### config.mk
export PLATFORM = sky130hd
export DESIGN_NAME = bclr_host_flat
export DESIGN_NICKNAME = d
export VERILOG_FILES = /design/src/bclr_pkg.sv /design/src/bclr_link_if.sv /design/src/bclr_host.sv /design/src/flat_wrapper.sv
export SDC_FILE = /design/constraint.sdc
export NUM_CORES = 1
export LEC_CHECK = 0
export BUFFER_PORTS_ARGS = -buffer_cell sky130_fd_sc_hd__buf_2
export CORE_ASPECT_RATIO = 0.7
export CORE_UTILIZATION = 56
export DETAILED_ROUTE_END_ITERATION = 7
export PLACE_DENSITY = 0.79
export SYNTH_ARGS = -nofsm -noshare
export SYNTH_HDL_FRONTEND = slang
export SYNTH_SLANG_ARGS = --single-unit
### constraint.sdc
create_clock -name sys_clk_i -period 2.4 [get_ports sys_clk_i]
set_clock_uncertainty 0.05 [all_clocks]
set_input_delay 0.72 -clock sys_clk_i [delete_from_list [all_inputs] [get_ports sys_clk_i]]
set_output_delay 0.72 -clock sys_clk_i [all_outputs]
set_load 0.01 [all_outputs]
### src/bclr_pkg.sv
package bclr_pkg;

  // link request kinds, one per bus condition or byte
  typedef enum logic [2:0] {
    BCLR_K_START = 3'h0,
    BCLR_K_STOP  = 3'h1,
    BCLR_K_WRITE = 3'h2,
    BCLR_K_READ  = 3'h3,
    BCLR_K_RACK  = 3'h4
  } bclr_kind_e;

  // host operations
  typedef enum logic [1:0] {
    BCLR_OP_WRITE_CONFIG_CMD       = 2'h0,
    BCLR_OP_LRST_POLL  = 2'h1,
    BCLR_OP_LRST_PLAIN = 2'h2,
    BCLR_OP_SETPTR     = 2'h3
  } bclr_op_e;

  // device address and command codes: arbitrary values
  localparam logic [6:0] BCLR_DEV_ADDR              = 7'h18;
  localparam logic [7:0] BCLR_WRITE_CONFIG_CMD      = 8'hD2;
  localparam logic [7:0] BCLR_LINE_RESET_CMD        = 8'hB4;
  localparam logic [7:0] BCLR_SET_READ_POINTER_CMD  = 8'hE1;

  localparam logic [7:0] BCLR_PTR_CONFIG            = 8'hC3;
  localparam logic [7:0] BCLR_PTR_INVALID           = 8'hE5;

  localparam logic [7:0] BCLR_CFG_RESET             = 8'h00;
  localparam logic [7:0] BCLR_IDLE_READ             = 8'hFF;
  localparam int         BCLR_STAT_BUSY_BIT         = 0;
  localparam int         BCLR_STAT_PRES_BIT         = 1;

  // timing
  localparam int         BCLR_CLK_PERIOD_NS         = 20;
  localparam int         BCLR_LINE_RESET_NS         = 2000;
  localparam logic [7:0] BCLR_LINE_RESET_CYC        =
    8'((BCLR_LINE_RESET_NS + BCLR_CLK_PERIOD_NS - 1) / BCLR_CLK_PERIOD_NS);
  localparam logic [7:0] BCLR_HOST_MARGIN_CYC       = 8'h04;
  localparam logic [7:0] BCLR_HOST_WAIT_CYC         = 8'(BCLR_LINE_RESET_CYC + BCLR_HOST_MARGIN_CYC);

  typedef enum logic [2:0] {
    BCLR_D_IDLE   = 3'h0,
    BCLR_D_ADDR   = 3'h1,
    BCLR_D_CMD    = 3'h3,
    BCLR_D_CFG    = 3'h2,
    BCLR_D_PTR    = 3'h6,
    BCLR_D_READ   = 3'h7,
    BCLR_D_IGNORE = 3'h5
  } bclr_dst_e;

  typedef enum logic [3:0] {
    BCLR_H_IDLE  = 4'h0,
    BCLR_H_START = 4'h1,
    BCLR_H_ADDRW = 4'h3,
    BCLR_H_CMD   = 4'h2,
    BCLR_H_ARG   = 4'h6,
    BCLR_H_SR    = 4'h7,
    BCLR_H_ADDRR = 4'h5,
    BCLR_H_READ  = 4'h4,
    BCLR_H_RACK  = 4'hC,
    BCLR_H_STOP  = 4'hD,
    BCLR_H_WAIT  = 4'hF
  } bclr_hst_e;

endpackage

### src/bclr_link_if.sv
`timescale 1ns/1ps
interface bclr_link_if;
  import bclr_pkg::*;
  logic             h_valid;
  bclr_kind_e       h_kind;
  logic [7:0]       h_data;
  logic             d_done;
  logic             d_ack;
  logic [7:0]       d_data;

  modport dev  (input h_valid, h_kind, h_data, output d_done, d_ack, d_data);
  modport host (output h_valid, h_kind, h_data, input d_done, d_ack, d_data);
endinterface

### src/bclr_host.sv
`timescale 1ns/1ps
module bclr_host (
  input  wire logic              sys_clk_i,
  input  wire logic              rstn_i,
  bclr_link_if.host              link,
  input  wire logic              go_i,
  input  wire bclr_pkg::bclr_op_e op_i,
  input  wire logic [7:0]        arg_i,
  input  wire logic              verify_i,
  output logic                   done_o,
  output logic                   refused_o,
  output logic [7:0]             rd_data_o,
  output logic                   busy_o
);
  import bclr_pkg::*;

  typedef struct packed {
    bclr_hst_e  st;
    logic       pend;
    bclr_kind_e kind;
    logic [7:0] data;
    bclr_op_e   op;
    logic [7:0] arg;
    logic       verify;
    logic       wait_flag;
    logic       cont;
    logic [7:0] cnt;
    logic       refused;
    logic [7:0] rdata;
    logic       done;
  } bclr_hstate_s;

  bclr_hstate_s s_r;
  bclr_hstate_s s_nxt;

  assign link.h_valid = s_r.pend;
  assign link.h_kind  = s_r.kind;
  assign link.h_data  = s_r.data;
  assign done_o       = s_r.done;
  assign refused_o    = s_r.refused;
  assign rd_data_o    = s_r.rdata;
  assign busy_o       = (s_r.st != BCLR_H_IDLE);

  function automatic bclr_hstate_s issue(bclr_hstate_s s, bclr_kind_e k, logic [7:0] d, bclr_hst_e n);
    bclr_hstate_s o;
    o      = s;
    o.pend = 1'b1;
    o.kind = k;
    o.data = d;
    o.st   = n;
    return o;
  endfunction

  always_comb begin
    s_nxt      = s_r;
    s_nxt.done = 1'b0;
    if (s_r.pend && link.d_done) begin
      s_nxt.pend = 1'b0;
      case (s_r.st)
        BCLR_H_START: begin
          s_nxt = issue(s_nxt, BCLR_K_WRITE, {BCLR_DEV_ADDR, 1'b0}, BCLR_H_ADDRW);
        end
        BCLR_H_ADDRW: begin
          if (!link.d_ack) begin
            s_nxt.refused   = 1'b1;
            s_nxt.wait_flag = 1'b0;
            s_nxt = issue(s_nxt, BCLR_K_STOP, 8'h00, BCLR_H_STOP);
          end else if (s_r.op == BCLR_OP_WRITE_CONFIG_CMD) begin
            s_nxt = issue(s_nxt, BCLR_K_WRITE, BCLR_WRITE_CONFIG_CMD, BCLR_H_CMD);
          end else if (s_r.op == BCLR_OP_SETPTR) begin
            s_nxt = issue(s_nxt, BCLR_K_WRITE, BCLR_SET_READ_POINTER_CMD, BCLR_H_CMD);
          end else begin
            s_nxt = issue(s_nxt, BCLR_K_WRITE, BCLR_LINE_RESET_CMD, BCLR_H_CMD);
          end
        end
        BCLR_H_CMD: begin
          if (!link.d_ack) begin
            // refused command code: stop at once, caller retries later
            s_nxt.refused   = 1'b1;
            s_nxt.wait_flag = 1'b0;
            s_nxt = issue(s_nxt, BCLR_K_STOP, 8'h00, BCLR_H_STOP);
          end else if (s_r.op == BCLR_OP_LRST_POLL) begin
            s_nxt = issue(s_nxt, BCLR_K_START, 8'h00, BCLR_H_SR);
          end else if (s_r.op == BCLR_OP_LRST_PLAIN) begin
            s_nxt.wait_flag = 1'b1;
            s_nxt = issue(s_nxt, BCLR_K_STOP, 8'h00, BCLR_H_STOP);
          end else begin
            s_nxt = issue(s_nxt, BCLR_K_WRITE, s_r.arg, BCLR_H_ARG);
          end
        end
        BCLR_H_ARG: begin
          if (!link.d_ack) begin
            s_nxt.refused = 1'b1;
            s_nxt = issue(s_nxt, BCLR_K_STOP, 8'h00, BCLR_H_STOP);
          end else if (s_r.verify && s_r.op == BCLR_OP_WRITE_CONFIG_CMD) begin
            s_nxt = issue(s_nxt, BCLR_K_START, 8'h00, BCLR_H_SR);
          end else begin
            s_nxt = issue(s_nxt, BCLR_K_STOP, 8'h00, BCLR_H_STOP);
          end
        end
        BCLR_H_SR: begin
          s_nxt = issue(s_nxt, BCLR_K_WRITE, {BCLR_DEV_ADDR, 1'b1}, BCLR_H_ADDRR);
        end
        BCLR_H_ADDRR: begin
          if (!link.d_ack) begin
            s_nxt.refused = 1'b1;
            s_nxt = issue(s_nxt, BCLR_K_STOP, 8'h00, BCLR_H_STOP);
          end else begin
            s_nxt = issue(s_nxt, BCLR_K_READ, 8'h00, BCLR_H_READ);
          end
        end
        BCLR_H_READ: begin
          s_nxt.rdata = link.d_data;
          // keep polling while the busy flag still reads one
          s_nxt.cont  = (s_r.op == BCLR_OP_LRST_POLL) && link.d_data[BCLR_STAT_BUSY_BIT];
          s_nxt = issue(s_nxt, BCLR_K_RACK, {7'h00, s_nxt.cont}, BCLR_H_RACK);
        end
        BCLR_H_RACK: begin
          if (s_r.cont) begin
            s_nxt = issue(s_nxt, BCLR_K_READ, 8'h00, BCLR_H_READ);
          end else begin
            s_nxt = issue(s_nxt, BCLR_K_STOP, 8'h00, BCLR_H_STOP);
          end
        end
        BCLR_H_STOP: begin
          if (s_r.wait_flag) begin
            s_nxt.cnt = BCLR_HOST_WAIT_CYC;
            s_nxt.st  = BCLR_H_WAIT;
          end else begin
            s_nxt.done = 1'b1;
            s_nxt.st   = BCLR_H_IDLE;
          end
        end
        default: begin
          s_nxt.st = BCLR_H_IDLE;
        end
      endcase
    end else if (s_r.st == BCLR_H_WAIT) begin
      // bus stays idle until the line reset must be over
      if (s_r.cnt == 8'h00) begin
        s_nxt.wait_flag = 1'b0;
        s_nxt = issue(s_nxt, BCLR_K_START, 8'h00, BCLR_H_SR);
      end else begin
        s_nxt.cnt = s_r.cnt - 8'h01;
      end
    end else if (s_r.st == BCLR_H_IDLE && go_i) begin
      s_nxt.op      = op_i;
      s_nxt.arg     = arg_i;
      s_nxt.verify  = verify_i;
      s_nxt.refused = 1'b0;
      s_nxt = issue(s_nxt, BCLR_K_START, 8'h00, BCLR_H_START);
    end
  end

  always_ff @(posedge sys_clk_i) begin
    if (!rstn_i) begin
      s_r <= '{st: BCLR_H_IDLE, kind: BCLR_K_STOP, op: BCLR_OP_WRITE_CONFIG_CMD, default: '0};
    end else begin
      s_r <= s_nxt;
    end
  end
endmodule

### src/flat_wrapper.sv
// flat-port wrapper written by rule: the top's interface ports become plain ports
module bclr_host_flat import bclr_pkg::*;
  (sys_clk_i, rstn_i, go_i, op_i, arg_i, verify_i, done_o, refused_o, rd_data_o, busy_o, link_h_valid, link_h_kind, link_h_data, link_d_done, link_d_ack, link_d_data);
  bclr_link_if link_i ();
  input  wire logic sys_clk_i;
  input  wire logic rstn_i;
  input  wire logic go_i;
  input  wire bclr_pkg::bclr_op_e op_i;
  input  wire logic [7:0] arg_i;
  input  wire logic verify_i;
  output logic done_o;
  output logic refused_o;
  output logic [7:0] rd_data_o;
  output logic busy_o;
  output wire logic [$bits(link_i.h_valid)-1:0] link_h_valid;
  output wire logic [$bits(link_i.h_kind)-1:0] link_h_kind;
  output wire logic [$bits(link_i.h_data)-1:0] link_h_data;
  input wire logic [$bits(link_i.d_done)-1:0] link_d_done;
  input wire logic [$bits(link_i.d_ack)-1:0] link_d_ack;
  input wire logic [$bits(link_i.d_data)-1:0] link_d_data;
  assign link_h_valid = link_i.h_valid;
  assign link_h_kind = link_i.h_kind;
  assign link_h_data = link_i.h_data;
  assign link_i.d_done = link_d_done;
  assign link_i.d_ack = link_d_ack;
  assign link_i.d_data = link_d_data;
  bclr_host u_core (.sys_clk_i(sys_clk_i), .rstn_i(rstn_i), .link(link_i), .go_i(go_i), .op_i(op_i), .arg_i(arg_i), .verify_i(verify_i), .done_o(done_o), .refused_o(refused_o), .rd_data_o(rd_data_o), .busy_o(busy_o));
endmodule
* Word-level counts from Yosys, hierarchy flattened
Index checks and enable logic that the tools add are counted.
Word-level totals: bits of input ports 24, logic and storage cells 102, register bits 47
Operators by class: add/subtract/negate cells 1, reductions and logical operators 21, mux-type cells 23, eq/ne operators 35, bitwise logic cells 9
Operators with widths (count):
- $mux W47 | 11
- $pmux W25 S8 | 1
- $mux W38 | 2
- $pmux W9 S6 | 1
- $pmux W8 S6 | 1
- $pmux W4 S9 | 1
- $mux W29 | 1
- $ne A2 B2 Y1 const B | 9
- $reduce_and A9 Y1 | 2
- $eq A4 B3 Y1 const B | 4
- $mux W8 | 2
- $ne A3 B3 Y1 const B | 5
- $eq A4 B4 Y1 const B | 3
- $reduce_and A12 Y1 | 1
- $ne A9 B9 Y1 const B | 1
- $not A1 Y1 | 9
- $eq A4 B2 Y1 const B | 2
- $logic_not A8 Y1 | 1
- $ne A4 B4 Y1 const B | 2
- $reduce_and A8 Y1 | 1
- $reduce_bool A2 Y1 | 4
- $sub A8 B1 Y8 const B | 1
- $reduce_and A7 Y1 | 1
- $ne A2 B1 Y1 const B | 3
- other kinds (15) | 20

* Logic depth before layout (Yosys ltp)
Gate-level depths: netlist (run 1).
depth after elaboration 6, gate-level depth with buffers 8, mapped depth without buffers 7

* Worst setup path after synthesis (run 1)
Ideal clock, no wire load.
path type input -> register, from input port link_d_done, to register u_core.s_r[14] (netlist name), buffers on the path 2, cell stages on the path 7, setup time 0.128 ns, required time 2.222 ns, path slack 0.493 ns, data arrival time 1.729 ns, cell sequence and2_1 > clkbuf_1 > a211oi_2 > a21oi_2 > buf_4 > o211ai_1 > o31ai_1
On the way: cells in the longest elaborated chain, start to end 3
RTL lines:
- start: declaration | line flat_wrapper.sv:18 | input wire logic [$bits(link_i.d_done)-1:0] link_d_done;
- $logic_and A1 B1 Y1 (*) | line bclr_host.sv:57 | if (s_r.pend && link.d_done) begin
- $ne A2 B1 Y1 (no line), or another cell as far along
- $reduce_and A9 Y1 (no line)
- end signal: assignment | line bclr_host.sv:159 | s_r <= s_nxt;
- end: declaration | line bclr_host.sv:33 | bclr_hstate_s s_r;
Every way passes the cells marked *; elsewhere a longest branch is shown, timed or not. A chain may end at the register's enable or synchronous reset.

* Worst setup path in the final report (run 1)
from register u_core.s_r[43] (netlist name), to output port busy_o
On the way: cells in the longest elaborated chain, start to end 1
RTL lines:
- $reduce_bool A4 Y1 | line bclr_host.sv:42 | assign busy_o = (s_r.st != BCLR_H_IDLE);
- end: declaration | line flat_wrapper.sv:14 | output logic busy_o;
Every way passes these cells.

==> out/metrics.yaml, run 1 <==
cts_made_buffers: 5
hold_buffers: 0
worst_pin_slew_ns: 0.4773
synthArstFlopShare: 0
ant_nets: 0
comb_power_share: 0.177
synth_cell_types: 53
nets: 381
final_cell_mix: "nand2_1 (48), buf_2 (46), dfxtp_1 (46)"
wl_per_cell_um: 15.39
slowest_delay_ns: 0.45
rsz0062_at_grt: "false"
initial_utilization: 0.5898
die_height_um: 58.98
clock-root-buffer: "clkbuf_8"
worstPathArrival_ns: 1.42
via_count: 2393
h-tree-depth: 2
fin_cells: 405
leakage_nw: 1.216
mostFrequentLayoutCell: "nand2_1"
grt_pass1_vias: 2109
netlist_instances: 323
max-clock-path-buffers: 2
die-area_um2: 4919
core_um2: 4404
p_sw_uw: 485.3
synth-seq-area-share: 0.3622
synth_seq_cells: 47
antenna_found_initial: 0
cap_viol_max_count: 0
crit_fanout: 14
irDropWorstVdd_uv: 385.7
crit_slowest_cell: "dfxtp_1"
power_density_nw_per_um2: 601.9
clock_latency_ns: 0.30
yosysWarnings: 0
synth_area_per_cell_um2: 8.042
die_w_um: 83.40
grt_pass1_wl_mm: 10.09
dpl_cell_area_um2: 2748
n_antenna_cell: 0
area_delta_synth_final_pct: 9.923
max_freq_mhz: 457.0
clockPowerShare: 0.328
drive_above_1_share: 0.2171
p_total_mw: 1.719
endpoint_kind: "output pin"
drc_errors: 0
synth_edf_count: 0
outcome: "finished clean"
intPower_mw: 1.233
place_congestion: 0.9857
cts_tree: "built"
first_pass_iters: 5
p_sw_frac: 0.2824
synth_ff_type: "dfxtp_1"
finalSetupViolCount: 0
io_pins: 47
track_usage: 0.2646
finalHoldViolations: 0
hp-class: "flip-flop to flip-flop"
clkSinkCount: 47
gr-total-overflow: 0
dp_cells: 398
hpwl_mm: 4.689
io_buffers: 46
required_ns: 1.63
clk_pin_slew_ns: 0.08
post_drt_via_cell_ratio: 5.909
fill_cells: 410
period_needed_ns: 2.188
slew_viol_final: 0
netlist_area_um2: 2597
fin_area_um2: 2855
setup_tns_ns: 0
worstSetupStartpointType: "flip-flop"
worst-setup-path-type: "flip-flop to output pin"
path_cells: "nor2_1, nand2_1, buf_2"
drt_iter0_drc: 306
wl_mm: 6.234
rows: 20
syn-num-nets: 354
fin_crit_sh: 0.9118
timing.slew.headroom: 0.6812
grt_max_degree: 33
seq_power_share: 0.494
worst paths after layout:
kind,start,endpoint,slack (ns),cells after the start
setup reg to reg,u_core.s_r[43],u_core.link.h_data[0],0.31,7
hold reg to reg,u_core.link.h_kind[2],u_core.link.h_kind[2],0.40,2
hold / removal,u_core.link.h_kind[2],u_core.link.h_kind[2],0.40,2
setup / recovery,u_core.s_r[43],busy_o,0.21,3
cell usage after synthesis (all sizes together), types with 3 or more instances:
library cell | n | area, um2
and3 | 3 | 18.77
ha | 7 | 87.58
nor2 | 24 | 90.09
and4 | 3 | 26.28
nor2b | 8 | 50.05
inv | 8 | 30.03
nand2 | 48 | 180.2
a32oi | 3 | 26.28
a21oi | 21 | 112.6
dfxtp | 47 | 940.9
a21boi | 11 | 82.57
clkbuf | 7 | 26.28
nor4 | 3 | 40.04
nor3 | 5 | 40.04
nand2b | 4 | 25.02
a31oi | 4 | 25.02
buf | 29 | 197.7
nand3 | 14 | 70.07
mux2i | 10 | 100.1
o21ai | 29 | 145.1
flip-flops by register name, indices dropped and copies added (netlist names):
register             count
u_core.link.h_data       8
u_core.done_o            1
u_core.rd_data_o         8
u_core.refused_o         1
u_core.link.h_valid      1
u_core.s_r              25
u_core.link.h_kind       3
through the flow:
step | hold WS, ns | setup WS, ns | util
2_1_floorplan | 0.3825 | 0.4931 | -
3_3_place_gp | 0.3909 | 0.2629 | 0.6239
3_5_place_dp | 0.3970 | 0.1963 | 0.6239
4_1_cts | 0.4092 | 0.08209 | 0.6480
5_1_grt | 0.4343 | 0.1578 | 0.6483
6_report | 0.4047 | 0.2116 | 0.6483
layout make-up:
type	count	area, um2	share of cell area
tap	55	68.82	0.02410
timing repair buffer	56	305.3	0.1069
multi-input combinational	231	1399	0.4899
clock buffer	5	68.82	0.02410
inverter	9	33.78	0.01183
sequential	47	942.2	0.3300
clock inverter	2	37.54	0.01315
per-layer routing:
layer	global-route usage	up-vias	routed length, um
li1	-	1167	-
met1	0.3745	1111	3020
met2	0.3970	107	2591
met4	0.08128	0	60
met5	0	-	0
met3	0.07103	8	562
worst max-delay path, delay by kind of cell (launching register included):
kind	cells	cell delay (ns)
simple gates	2	0.50
flops	1	0.45
buf+inv	1	0.16
kinds of logic after synthesis:
family / synth area share
AND/OR/NAND/NOR: 0.2466
AO/OA/AOI/OAI: 0.2163
adder cells (fa/ha/maj): 0.03372
flip-flops: 0.3622
buffers and inverters: 0.09923
multiplexers: 0.03854
XOR/XNOR: 0.003372
timing repair:
| action | 4_1_cts | 5_1_grt |
|---|---|---|
| setup endpoints to repair | 0 | 1 |
| buffers inserted | 0 | 0 |
| gates resized for setup | 0 | 1 |
power by group through the flow:
stage | Sequential (mW) | Combinational, mW | Clock, mW
after floorplan | 0.848 | 0.220 | 0
after global placement | 0.865 | 0.290 | 0
after detailed placement | 0.867 | 0.298 | 0
after CTS | 0.848 | 0.299 | 0.584
after global routing | 0.854 | 0.335 | 0.613
final | 0.850 | 0.305 | 0.564
(Power assumes the default switching activity.)
==> inputs of run 2 (changes only) <==
--- a/config.mk
+++ b/config.mk
@@ -10,6 +10,7 @@
 export CORE_UTILIZATION = 56
 export DETAILED_ROUTE_END_ITERATION = 7
 export PLACE_DENSITY = 0.79
+export REMOVE_ABC_BUFFERS = 1
 export SYNTH_ARGS = -nofsm -noshare
 export SYNTH_HDL_FRONTEND = slang
 export SYNTH_SLANG_ARGS = --single-unit
==> run 2 against run 1 <==
- critical path type unchanged
- power down 5.1%
- fmax down 1.8%
- sequential power about the same
- critical path depth unchanged
- setup slack worse by 0.040 ns
- die area unchanged
- highest routed layer unchanged
- sequential share of layout area about the same
- core utilization unchanged
- via count down 0.25%
- worst hold slack better by 0.0035 ns
- non-clock buffer count up 3
- final cell count up 0.99%
==> out/metrics.yaml, run 2 (synthesis gave the netlist of run 1 again) <==
fin_area_um2: 2855
gr-total-overflow: 0
post_cts_buffers: 0
slew_viol_final: 0
power_density_nw_per_um2: 571.2
wl_mm: 6.099
drc_errors: 0
area_delta_synth_final_pct: 9.923
wl_per_cell_um: 14.91
n_antenna_cell: 0
finalHoldViolations: 0
max-clock-path-buffers: 2
period_needed_ns: 2.228
io_buffers: 46
hpwl_mm: 4.572
worst_pin_slew_ns: 0.5292
setup_tns_ns: 0
finalSetupViolCount: 0
route.met3.wl_um: 706
irDropWorstVdd_uv: 374.6
rsz0062_at_grt: "false"
wl_met2_mm: 2.446
worstSetupStartpointType: "flip-flop"
nets: 384
cap_viol_max_count: 0
grt_max_degree: 33
p_total_mw: 1.631
clock_latency_ns: 0.30
worst-setup-path-type: "flip-flop to output pin"
track_usage: 0.2549
largest_reg_flops: 25
die_w_um: 83.40
drt_iter0_drc: 278
cts_made_buffers: 5
clkSinkCount: 47
leakage_nw: 1.222
initial_utilization: 0.5898
ant_nets: 0
fin_crit_sh: 0.9284
crit_fanout: 13
final_cell_mix: "nand2_1 (48), dfxtp_1 (47), buf_2 (46)"
timing.slew.headroom: 0.6467
max_freq_mhz: 448.8
rows: 20
die-area_um2: 4919
mostFrequentLayoutCell: "nand2_1"
cts_tree: "built"
grt_pass1_vias: 1975
first_pass_iters: 5
h-tree-depth: 2
die_height_um: 58.98
outcome: "finished clean"
via_count: 2387
required_ns: 1.63
drive_above_1_share: 0.2203
grt_pass1_wl_mm: 9.798
worstPathArrival_ns: 1.46
post_drt_via_cell_ratio: 5.836
wl_met1_mm: 2.913
fill_cells: 397
dpl_cell_area_um2: 2770
hp-class: "flip-flop to flip-flop"
clk_pin_slew_ns: 0.09
antenna_found_initial: 0
largest_register: "u_core.s_r"
routed.top_layer: "met4"
endpoint_kind: "output pin"
place_congestion: 0.9708
clock-root-buffer: "clkbuf_8"
core_um2: 4404
cts_resized: 0
hold_buffers: 0
io_pins: 47
-- run 2: stage by stage --
stage	std cells	setup WS [ns]	hold slack, ns	util
after global placement	401	0.2786	0.3916	0.6290
final	409	0.1719	0.4083	0.6483
after global routing	409	0.09587	0.4264	0.6483
after CTS	409	0.2101	0.4095	0.6483
after floorplan	287	0.3929	0.3826	-
after detailed placement	401	0.2261	0.3960	0.6290
-- run 2: path summary, 6_finish.rpt --
path | start | endpoint | slack (ns) | depth (start not counted)
max | u_core.s_r[44] | busy_o | 0.17 | 3
min | u_core.s_r[24] | u_core.link.h_data[3] | 0.41 | 2
max reg2reg | u_core.s_r[45] | u_core.link.h_kind[0] | 0.38 | 4
min reg2reg | u_core.s_r[24] | u_core.link.h_data[3] | 0.41 | 2
-- run 2: area by class of cell --
type                       count  area [um2]  area share
clock buffer                   6       72.57     0.02542
clock inverter                 2       12.51    0.004382
inverter                       9       33.78     0.01183
multi-input combinational    231        1399      0.4899
sequential                    47       940.9      0.3295
tap                           55       68.82     0.02410
timing repair buffer          59       327.8      0.1148
-- run 2: worst max-delay path, stage by stage, from the launching register on --
cell and delay [ns]:
dfxtp_1 0.48, nor2_1 0.41, nand2_1 0.11, buf_2 0.16
-- run 2: power by group --
group	internal (mW)	switching, mW
combinational	0.124	0.193
sequential	0.811	0.0362
clock	0.204	0.263
-- run 2: metal layers --
layer | track usage | up-vias
met5 | 0 | -
met4 | 0.06158 | 0
met3 | 0.07103 | 6
met2 | 0.3677 | 143
met1 | 0.3759 | 1064
li1 | - | 1174
